[src/design/tce_pkg.sv]
// Package: constants and carriers of the terminal controller error block
package tce_pkg;
	// Register offsets
	localparam logic [7:0] OFS_HOST_STATUS = 8'h00;
	localparam logic [7:0] OFS_REASON = 8'h01;
	localparam logic [7:0] OFS_IRQ_STATUS = 8'h02;
	localparam logic [7:0] OFS_IRQ_CLEAR = 8'h03;
	localparam logic [7:0] OFS_IRQ_ENABLE = 8'h04;
	localparam logic [7:0] OFS_CONTROL = 8'h05;
	// Status byte fields, bit 0 is the most significant bit
	localparam int ST_PROG0 = 7;
	localparam int ST_PROG1 = 6;
	localparam int ST_PROG2 = 5;
	localparam int ST_BUS_PAR = 4;
	localparam int ST_OP_CHECK = 3;
	localparam int ST_STOR_PAR = 2;
	localparam int ST_DONT_CARE = 1;
	localparam int ST_LONG_TO = 0;
	// Failure reason codes
	localparam logic [7:0] RC_SEE_STATUS = 8'h00;
	localparam logic [7:0] RC_SERIAL_TO = 8'h01;
	localparam logic [7:0] RC_CYCLE_STEAL_TO = 8'h02;
	localparam logic [7:0] RC_NO_INTERRUPTS = 8'h05;
	// Interrupt status fields
	localparam int IRQ_BITS = 5;
	localparam int IRQ_PROG = 0;
	localparam int IRQ_BUS_PAR = 1;
	localparam int IRQ_OP_CHECK = 2;
	localparam int IRQ_STOR_PAR = 3;
	localparam int IRQ_LONG_TO = 4;
	// Control register fields
	localparam int CTL_CLEAR_PROG = 0;
	localparam int CTL_WDOG_KICK = 1;
	// Reset values
	localparam logic [7:0] RST_STATUS = 8'h00;
	localparam logic [7:0] RST_REASON = 8'h00;
	localparam logic [IRQ_BITS-1:0] RST_IRQ = 5'h00;
	// Timing
	localparam int CLK_HZ = 100_000_000;
	localparam int WDOG_TIME_S = 7;
	localparam int WDOG_CYCLES = WDOG_TIME_S * CLK_HZ;
	localparam int IDLE_TIME_MS = 30;
	localparam int IDLE_CYCLES = IDLE_TIME_MS * (CLK_HZ / 1000);
	// One beat on a host data bus or the storage bus
	typedef struct packed {
		logic valid;
		logic [7:0] data;
		logic parity;
	} tce_beat_t;
	// One entry of the controller error history
	typedef struct packed {
		logic [7:0] status;
		logic [7:0] reason;
	} tce_log_entry_t;
endpackage : tce_pkg

[src/design/tce_error_status.sv]
// Error detection and status reporting of the terminal controller
`timescale 1ns/1ps
`default_nettype none

// Summary of operation
// - Parity checked on both host buses; error sets status bit 3.
// - Host bus parity error halts the controller and flags the host.
// - Detected hardware fault sets status bit 4 plus a reason code.
// - Parity checked on storage read data; error sets status bit 5.
// - Watchdog not restarted within 7 seconds sets status bit 7.
// - Bits 0 to 2 report programming errors, shown but never logged.
// - Reason 01 reports a serial frame transmit timeout.
// - Reason 02 reports a cycle steal timeout.
// - Reason 05 reports 30 ms without any internal interrupt.
// - Reason 00 points at bits 3, 5, 7; codes 03, 04 never made.
// - Only whole-controller failures log both status bytes.
module tce_error_status #(
	parameter int WDOG_CYCLES = tce_pkg::WDOG_CYCLES,
	parameter int IDLE_CYCLES = tce_pkg::IDLE_CYCLES,
	parameter bit ODD_PARITY = 1'b1
) (
	// Clock and reset
	input wire logic sys_clk,
	input wire logic nrst,
	// Register port
	input wire logic [7:0] reg_addr,
	input wire logic [7:0] reg_wdata,
	input wire logic reg_wr,
	input wire logic reg_rd,
	output logic [7:0] reg_rdata,
	// Host buses and local storage
	input wire tce_pkg::tce_beat_t outbound_host_bus,
	input wire tce_pkg::tce_beat_t inbound_host_bus,
	input wire tce_pkg::tce_beat_t storage_bus,
	// Firmware events
	input wire logic [2:0] prog_err,
	input wire logic fw_interrupt,
	input wire logic serial_tx_timeout,
	input wire logic cycle_steal_timeout,
	// Controller state towards the host and the error history
	output logic halted,
	output logic host_fail,
	output logic log_valid,
	output tce_pkg::tce_log_entry_t log_entry,
	output logic irq
);

	logic [7:0] status;
	logic [7:0] reason;
	logic [7:0] next_status;
	logic [7:0] next_reason;
	logic [tce_pkg::IRQ_BITS-1:0] irq_status;
	logic [tce_pkg::IRQ_BITS-1:0] irq_enable;
	logic [31:0] wdog_cnt;
	logic [31:0] idle_cnt;
	logic bus_par_err;
	logic stor_par_err;
	logic wdog_expire;
	logic idle_expire;
	logic op_fault;
	logic fatal_event;
	logic wr_ctl;
	logic wdog_kick;
	logic [tce_pkg::IRQ_BITS-1:0] irq_event;

	// Parity of data plus parity bit must equal the chosen sense
	function automatic logic beat_bad(input tce_pkg::tce_beat_t b);
		beat_bad = b.valid && ((^{b.data, b.parity}) != ODD_PARITY);
	endfunction : beat_bad

	assign wr_ctl = reg_wr && (reg_addr == tce_pkg::OFS_CONTROL);
	assign wdog_kick = wr_ctl && reg_wdata[tce_pkg::CTL_WDOG_KICK];

	// both bus parity
	// Once halted the buses are no longer watched, so a stuck bus does
	// not keep refiring the error log.
	assign bus_par_err = !halted &&
		(beat_bad(outbound_host_bus) || beat_bad(inbound_host_bus));
	assign stor_par_err = !halted && beat_bad(storage_bus);

	assign wdog_expire = !status[tce_pkg::ST_LONG_TO] &&
		(wdog_cnt == 32'(WDOG_CYCLES - 1)) && !wdog_kick;
	assign idle_expire = !halted && !fw_interrupt &&
		(idle_cnt == 32'(IDLE_CYCLES - 1));

	assign op_fault = !halted &&
		(serial_tx_timeout || cycle_steal_timeout || idle_expire);

	// complete failures only
	// Programming errors are deliberately left out of this term.
	assign fatal_event = bus_par_err || stor_par_err || wdog_expire ||
		op_fault;

	always_comb begin
		next_status = status;
		next_reason = reason;
		if (wr_ctl && reg_wdata[tce_pkg::CTL_CLEAR_PROG]) begin
			next_status[tce_pkg::ST_PROG0] = 1'b0;
			next_status[tce_pkg::ST_PROG1] = 1'b0;
			next_status[tce_pkg::ST_PROG2] = 1'b0;
		end
		// Set wins over the software clear in the same cycle
		if (prog_err[0]) begin
			next_status[tce_pkg::ST_PROG0] = 1'b1;
		end
		if (prog_err[1]) begin
			next_status[tce_pkg::ST_PROG1] = 1'b1;
		end
		if (prog_err[2]) begin
			next_status[tce_pkg::ST_PROG2] = 1'b1;
		end
		if (op_fault) begin
			next_status[tce_pkg::ST_OP_CHECK] = 1'b1;
			if (serial_tx_timeout) begin
				next_reason = tce_pkg::RC_SERIAL_TO;
			end else if (cycle_steal_timeout) begin
				next_reason = tce_pkg::RC_CYCLE_STEAL_TO;
			end else begin
				next_reason = tce_pkg::RC_NO_INTERRUPTS;
			end
		end
		if (bus_par_err) begin
			next_status[tce_pkg::ST_BUS_PAR] = 1'b1;
		end
		if (stor_par_err) begin
			next_status[tce_pkg::ST_STOR_PAR] = 1'b1;
		end
		if (wdog_expire) begin
			next_status[tce_pkg::ST_LONG_TO] = 1'b1;
		end
		if (bus_par_err || stor_par_err || wdog_expire) begin
			next_reason = tce_pkg::RC_SEE_STATUS;
		end
		next_status[tce_pkg::ST_DONT_CARE] = 1'b0;
	end

	always_ff @(posedge sys_clk) begin
		if (!nrst) begin
			status <= tce_pkg::RST_STATUS;
			reason <= tce_pkg::RST_REASON;
		end else begin
			status <= next_status;
			reason <= next_reason;
		end
	end

	// Watchdog: only a control register write restarts it
	always_ff @(posedge sys_clk) begin
		if (!nrst) begin
			wdog_cnt <= 32'h0000_0000;
		end else if (wdog_kick) begin
			wdog_cnt <= 32'h0000_0000;
		end else if (wdog_cnt != 32'(WDOG_CYCLES - 1)) begin
			wdog_cnt <= wdog_cnt + 32'h0000_0001;
		end
	end

	// Interrupt activity monitor rearms after each silence report
	always_ff @(posedge sys_clk) begin
		if (!nrst) begin
			idle_cnt <= 32'h0000_0000;
		end else if (fw_interrupt || idle_expire || halted) begin
			idle_cnt <= 32'h0000_0000;
		end else begin
			idle_cnt <= idle_cnt + 32'h0000_0001;
		end
	end

	always_ff @(posedge sys_clk) begin
		if (!nrst) begin
			halted <= 1'b0;
			host_fail <= 1'b0;
		end else if (bus_par_err) begin
			halted <= 1'b1;
			host_fail <= 1'b1;
		end
	end

	always_ff @(posedge sys_clk) begin
		if (!nrst) begin
			log_valid <= 1'b0;
			log_entry <= '0;
		end else begin
			log_valid <= fatal_event;
			if (fatal_event) begin
				log_entry.status <= next_status;
				log_entry.reason <= next_reason;
			end
		end
	end

	// Interrupt status, clear and enable
	assign irq_event[tce_pkg::IRQ_PROG] = |prog_err;
	assign irq_event[tce_pkg::IRQ_BUS_PAR] = bus_par_err;
	assign irq_event[tce_pkg::IRQ_OP_CHECK] = op_fault;
	assign irq_event[tce_pkg::IRQ_STOR_PAR] = stor_par_err;
	assign irq_event[tce_pkg::IRQ_LONG_TO] = wdog_expire;

	always_ff @(posedge sys_clk) begin
		if (!nrst) begin
			irq_status <= tce_pkg::RST_IRQ;
		end else if (reg_wr && (reg_addr == tce_pkg::OFS_IRQ_CLEAR)) begin
			irq_status <= (irq_status &
				~reg_wdata[tce_pkg::IRQ_BITS-1:0]) | irq_event;
		end else begin
			irq_status <= irq_status | irq_event;
		end
	end

	always_ff @(posedge sys_clk) begin
		if (!nrst) begin
			irq_enable <= tce_pkg::RST_IRQ;
		end else if (reg_wr && (reg_addr == tce_pkg::OFS_IRQ_ENABLE)) begin
			irq_enable <= reg_wdata[tce_pkg::IRQ_BITS-1:0];
		end
	end

	always_ff @(posedge sys_clk) begin
		if (!nrst) begin
			irq <= 1'b0;
		end else begin
			irq <= |(irq_status & irq_enable);
		end
	end

	// Register read; unmapped and write-only offsets read as zero
	always_ff @(posedge sys_clk) begin
		if (!nrst) begin
			reg_rdata <= 8'h00;
		end else if (reg_rd) begin
			unique case (reg_addr)
				tce_pkg::OFS_HOST_STATUS: reg_rdata <= status;
				tce_pkg::OFS_REASON: reg_rdata <= reason;
				tce_pkg::OFS_IRQ_STATUS:
					reg_rdata <= {3'h0, irq_status};
				tce_pkg::OFS_IRQ_ENABLE:
					reg_rdata <= {3'h0, irq_enable};
				default: reg_rdata <= 8'h00;
			endcase
		end else begin
			reg_rdata <= 8'h00;
		end
	end

	bus_parity_a: assert property (@(posedge sys_clk) disable iff (!nrst)
		bus_par_err |=> status[tce_pkg::ST_BUS_PAR])
		else $error("bus parity error did not set status bit 3");

	halt_on_parity_a: assert property (@(posedge sys_clk)
		disable iff (!nrst)
		bus_par_err |=> (halted && host_fail) [*3])
		else $error("controller did not halt on bus parity error");

	op_check_a: assert property (@(posedge sys_clk) disable iff (!nrst)
		$rose(status[tce_pkg::ST_OP_CHECK]) |->
		$past(op_fault))
		else $error("operation check set without a fault");

	stor_parity_a: assert property (@(posedge sys_clk) disable iff (!nrst)
		(storage_bus.valid && !halted &&
		((^{storage_bus.data, storage_bus.parity}) != ODD_PARITY))
		|=> status[tce_pkg::ST_STOR_PAR])
		else $error("storage parity error did not set status bit 5");

	wdog_limit_a: assert property (@(posedge sys_clk) disable iff (!nrst)
		$rose(status[tce_pkg::ST_LONG_TO]) |->
		($past(wdog_cnt) == 32'(WDOG_CYCLES - 1)))
		else $error("long timeout set at the wrong count");

	prog_not_logged_a: assert property (@(posedge sys_clk)
		disable iff (!nrst)
		(|prog_err && !fatal_event) |=> !log_valid)
		else $error("programming error produced a log entry");

	serial_code_a: assert property (@(posedge sys_clk) disable iff (!nrst)
		(op_fault && serial_tx_timeout && !bus_par_err && !stor_par_err
		&& !wdog_expire) |=> (reason == tce_pkg::RC_SERIAL_TO))
		else $error("serial timeout did not report code 01");

	cs_code_a: assert property (@(posedge sys_clk) disable iff (!nrst)
		(op_fault && cycle_steal_timeout && !serial_tx_timeout &&
		!bus_par_err && !stor_par_err && !wdog_expire)
		|=> (reason == tce_pkg::RC_CYCLE_STEAL_TO))
		else $error("cycle steal timeout did not report code 02");

	idle_code_a: assert property (@(posedge sys_clk) disable iff (!nrst)
		idle_expire |-> ($past(idle_cnt) == 32'(IDLE_CYCLES - 2)) ##1
		(status[tce_pkg::ST_OP_CHECK] &&
		(reason != tce_pkg::RC_SEE_STATUS || $past(bus_par_err) ||
		$past(stor_par_err) || $past(wdog_expire))))
		else $error("interrupt silence not reported");

	no_spare_code_a: assert property (@(posedge sys_clk)
		disable iff (!nrst)
		(reason != 8'h03) && (reason != 8'h04))
		else $error("unassigned reason code produced");

	log_entry_a: assert property (@(posedge sys_clk) disable iff (!nrst)
		fatal_event |=> (log_valid && log_entry.status == status &&
		log_entry.reason == reason))
		else $error("log entry does not match status bytes");

	dont_care_a: assert property (@(posedge sys_clk) disable iff (!nrst)
		!status[tce_pkg::ST_DONT_CARE])
		else $error("status bit 6 is not zero");

	halt_sticky_a: assert property (@(posedge sys_clk) disable iff (!nrst)
		halted |=> (halted && host_fail))
		else $error("controller left the halted state without reset");

	log_cause_a: assert property (@(posedge sys_clk) disable iff (!nrst)
		log_valid |-> $past(fatal_event))
		else $error("log entry without a controller failure");

endmodule : tce_error_status

`default_nettype wire

[config.mk]
export PLATFORM = sky130hd
export DESIGN_NAME = tce_error_status
export DESIGN_NICKNAME = d
export VERILOG_FILES = /design/src/design/tce_pkg.sv /design/src/design/tce_error_status.sv
export SDC_FILE = /design/constraint.sdc
export NUM_CORES = 1
export LEC_CHECK = 0
export ABC_CLOCK_PERIOD_IN_PS = 2400
export BUFFER_PORTS_ARGS = -buffer_cell sky130_fd_sc_hd__buf_2
export CAP_MARGIN = 10
export CORE_MARGIN = 2
export CORE_UTILIZATION = 50
export DETAILED_ROUTE_END_ITERATION = 8
export GPL_ROUTABILITY_DRIVEN = 0
export HOLD_SLACK_MARGIN = 0.05
export MAX_ROUTING_LAYER = met4
export PLACE_DENSITY_LB_ADDON = 0.2
export SLEW_MARGIN = 30
export SYNTH_ARGS = -nofsm -noshare
export SYNTH_HDL_FRONTEND = slang
export SYNTH_SLANG_ARGS = --single-unit
export TNS_END_PERCENT = 20
[constraint.sdc]
create_clock -name sys_clk -period 2.4 [get_ports sys_clk]
set_input_delay 0.36 -clock sys_clk [delete_from_list [all_inputs] [get_ports sys_clk]]
set_output_delay 0.36 -clock sys_clk [all_outputs]
set_load 0.05 [all_outputs]
After elaboration in Yosys (flattened, before gate mapping) --
Cells that the tools add are included. Widths: inputs -> output; s select.
Cells by class: add/subtract/negate cells 2, equality and inequality tests 8, mux-type cells 14, bitwise logic cells 9, reduce and logical (&&, ||, !) cells 36
Operator list (count):
- $add 32x1->32 const B | 2
- $eq 32x22->1 const B | 1
- $eq 32x30->1 const B | 1
- $ne 32x30->1 const B | 1
- $pmux 8 s4 | 1
- $reduce_xor 9->1 | 3
- $eq 8x2->1 const B | 2
- $eq 8x3->1 const B | 2
- $mux 8 | 2
- $logic_and 1x1->1 | 15
- $and 5x5->5 | 2
- $or 5x5->5 | 2
- $mux 3 | 3
- $eq 8x1->1 const B | 1
- $logic_not 8->1 | 1
- $logic_or 1x1->1 | 8
- $mux 1 | 7
- $mux 5 | 1
- $not 5->5 | 1
- $reduce_or 5->1 | 1
- $logic_not 1->1 | 4
- $not 1->1 | 4
- $reduce_or 2->1 | 2
- $reduce_or 3->1 | 1
- $reduce_and 2->1 | 1
Storage, ports and cells: bits in registers 116, input bits 56, output and inout bits 28, word-level logic and storage cells 82

Depth between registers and ports, before layout --
depth after elaboration 8, gate-level depth with buffers 8, gate-level depth less buffers 7

Least setup slack after synthesis --
No wires, ideal clock.
path type input to register, start point input port reg_addr[4], end point register log_entry[10] (netlist name), library setup time 121 ps, arrival 2074 ps, path slack 206 ps, cell stages on the path 6, cell sequence or4_4 nor4b_4 nand4_2 a31oi_4 nand3_2 mux2_2
On the way: cells in the longest elaborated chain, start to end 7
RTL lines:
- start: declaration | line tce_error_status.sv:26 | input wire logic [7:0] reg_addr,
- $eq 8x3->1 | line tce_error_status.sv:71 | assign wr_ctl = reg_wr && (reg_addr == tce_pkg::OFS_CONTROL);
- $logic_and 1x1->1 | line tce_error_status.sv:71
- $logic_and 1x1->1 | line tce_error_status.sv:72 | assign wdog_kick = wr_ctl && reg_wdata[tce_pkg::CTL_WDOG_KICK];
- $logic_not 1->1 | line tce_error_status.sv:82 | (wdog_cnt == 32'(WDOG_CYCLES - 1)) && !wdog_kick;
- $logic_and 1x1->1 | line tce_error_status.sv:82
- $logic_or 1x1->1 (2 in series) | line tce_error_status.sv:91 | assign fatal_event = bus_par_err || stor_par_err || wdog_expire ||
- end: declaration | line tce_error_status.sv:44 | output tce_pkg::tce_log_entry_t log_entry,
No other way between the ends. A chain may end at the register's enable or synchronous reset.

Worst setup path after layout --
start point register wdog_cnt[0], end point register log_entry[13] (netlist name)
On the way: cells in the longest elaborated chain, start to end 5
RTL lines:
- start: declaration | line tce_error_status.sv:54 | logic [31:0] wdog_cnt;
- start signal: assignment | line tce_error_status.sv:154 | wdog_cnt <= wdog_cnt + 32'h0000_0001;
- $eq 32x30->1 | line tce_error_status.sv:82
- $logic_and 1x1->1 | line tce_error_status.sv:81 | assign wdog_expire = !status[tce_pkg::ST_LONG_TO] &&
- $logic_and 1x1->1 | line tce_error_status.sv:82
- $logic_or 1x1->1 (2 in series) | line tce_error_status.sv:91
No other way between the ends.

==> out/metrics.csv <==
stage,metric,value,unit
critical_path,critical path type,register to register,
logic_synthesis,Mapped Area,5105,um2
timing,RSZ-0062 raised after global routing,false,
timing,Final setup violation count,0,
logic_synthesis,Synth Instances,565,
cells_and_area,Final nets,717,
logic_synthesis,Yosys warnings,0,
global_routing,vias in the first global route,4297,
cts,cts hold-fix bufs,0,
global_routing,total global-route track usage,22.55,%
cts,TritonCTS buffer count,17,
detailed_routing,"antenna viol nets, final",0,
cts,Post CTS Setup Buffer Count,0,
placement,PortBufs,79,
cts,H-tree depth,4,
placement,pre-CTS WS,0.02915,ns
critical_path,CP Capture Type,register,
cts,"Reg clk slew, reported paths",0.06,ns
critical_path,Critical Path AT,2.53,ns
cts,Root Driver,clkbuf_8,
cells_and_area,"commonest non-fill, non-tap cells in the layout","115 x dfxtp_1, 96 x nor2_1, 79 x buf_2",
critical_path,Worst path max stage delay,0.42,ns
critical_path,slowest CP cell,or3_1,
power_and_ir_drop,VDD IR max,0.4297,mV
outcome,status,completed,
global_routing,pin count of the biggest net entering global routing,33,
cells_and_area,"most common cell after layout, fill and taps aside",dfxtp_1,
global_routing,total global routing overflow,0,
cells_and_area,ANT cells,0,
cts,CTS-repair resized insts,0,
timing,max frequency,471.0,MHz
global_routing,antenna violations before repair,0,
logic_synthesis,Yosys reg bits,115,
detailed_routing,DRT Pass-1 Iters,4,
detailed_routing,WL final,11670,um
logic_synthesis,top_reg_cell synth,dfxtp_1,
cells_and_area,Syn-to-layout area delta,23.28,%
logic_synthesis,"Seq/Total Area, Yosys",45.10,%
run,max-cap violations,0,
die,core area,9864,um2
critical_path,crit path cell chain,ha_1 -> nand3_1 -> or3_1 -> nor3_4 -> a31oi_4 -> nand3_2 -> mux2_2,
power_and_ir_drop,total leakage power,0.002515,uW
cts,Clock Latency Late Sink,0.52,ns
timing,Fin Clk Skew,0.008888,ns
critical_path,crit-path max FO,5,
die,total die area,11030,um2
power_and_ir_drop,pwr/cell area,807.0,nW/um2
logic_synthesis,"EDFF count, synth",0,
logic_synthesis,Synth area leader,dfxtp_1,
global_routing,first-pass GRT wire length,19670,um
logic_synthesis,Synth area leaders,"dfxtp_1 45%, nor2_1 7.1%, xor2_1 5.3%",
logic_synthesis,Synth Net Count,623,
timing,Tmin final,2.123,ns
logic_synthesis,Post-synth ARST share,0,%
timing,crit share post-route,88.46,%
die,Initial Util,51.75,%
critical_path,startpoint types,register,
die,die height,105.0,um
cts,Sink Count,115,
critical_path,Worst EP required,2.81,ns
cts,clk buf depth,2,
detailed_routing,Starting DRT DRC Count,184,
logic_synthesis,Synth top area share,45.10,%
cells_and_area,layout cells sized above 1,21.58,%
timing,fin worst setup slack,0.2770,ns
die,Die W,105.0,um
min_path,Hold Path Class,primary input to register,
detailed_routing,vias per cell,5.324,
timing,final hold viol count,0,
die,num ports,84,
timing,setup tns final,0,ns
logic_synthesis,Synth cell types,58,
cts,CTS tree,built,
detailed_routing,Avg WL per Cell,14.49,um
detailed_routing,DRC violations left,0,
die,# rows,36,
timing,Slew Limit Fails,0,
logic_synthesis,"Avg Cell Area, Syn",9.035,um2
placement,hpwl dp,8175,um
detailed_routing,via count,4286,
==> registers in the layout (all words and copies together) (netlist names) <==
register / count
irq_enable: 5
log_entry: 15
wdog_cnt: 32
status: 7
log_valid: 1
irq: 1
idle_cnt: 32
host_fail: 1
irq_status: 5
reason: 8
reg_rdata: 8
==> area by class of cell <==
class                      count  area (um2)
multi-input combinational    416        2659
clock inverter                12       130.1
inverter                      14       52.55
tap                          133       166.4
timing repair buffer          95       528.0
sequential                   115        2302
fill                         830        3571
clock buffer                  20       455.4
==> per-stage QoR <==
stage | total power (uW) | instance area (um2) | hold WS (ns) | std cells | utilization [%]
finish | 5079 | 6294 | 0.08242 | 805 | 63.80
global route | 5261 | 6294 | 0.1201 | 805 | 63.80
CTS | 5113 | 6294 | 0.07073 | 805 | 63.80
detailed placement | 2689 | 5708 | 0.4479 | 773 | 57.86
global placement | 2670 | 5708 | 0.4461 | 773 | 57.86
floorplan | 2501 | 5105 | 0.4353 | 565 | -
==> routing by layer <==
layer | vias to the layer above | global-route usage [%] | routed length (um)
li1 | 2148 | - | -
met1 | 2013 | 26.32 | 5264
met2 | 111 | 37.38 | 5623
met3 | 14 | 5.490 | 627
met4 | 0 | 8.952 | 150
met5 | - | - | 0
==> worst max-delay path: cells and delay by family (launching register included) <==
kind / cells / cell delay, ns
and+or+nand+nor: 4 / 0.92
DFF: 1 / 0.38
muxes: 1 / 0.35
adders and majority gates: 1 / 0.21
AOI/OAI and AO/OA: 1 / 0.13
==> final timing paths <==
kind | startpoint | endpoint | slack (ns) | cells after the start
min | prog_err[1] | irq_status[0] | 0.08 | 3
max reg2reg | wdog_cnt[0] | log_entry[13] | 0.28 | 7
min reg2reg | log_entry[1] | log_entry[1] | 0.46 | 2
max | wdog_cnt[0] | log_entry[13] | 0.28 | 7
==> kinds of logic after synthesis <==
group | share of synthesized area, %
and+or+nand+nor | 27.87
DFF | 45.10
xor gates and xnor gates | 12.28
AOI/OAI and AO/OA | 7.206
buffers and inverters | 2.818
muxes | 3.971
adders and majority gates | 0.6862
other | 0.07346
==> synthesized netlist by cell type (all sizes together) (2+ instances only) <==
cell,instances
dfxtp,115
nor2,96
nand2,41
xor2,31
nand3,30
xnor2,25
and3,24
a21oi,20
nand4,17
inv,14
nor3,14
clkbuf,13
or3,13
mux2i,12
o21ai,12
and2,7
and4,7
buf,7
mux2,7
a222oi,5
a31oi,5
nand2b,5
nor4,5
xnor3,5
nand3b,4
a21boi,3
nor4b,3
nor4bb,3
a21o,2
ha,2
nor2b,2
o21bai,2
==> power breakdown <==
part | internal [uW] | switching, uW
logic | 240 | 382
registers | 1980 | 49.5
clock network | 1550 | 871
total | 3780 | 1300
Power figures use the tool's default switching activity.
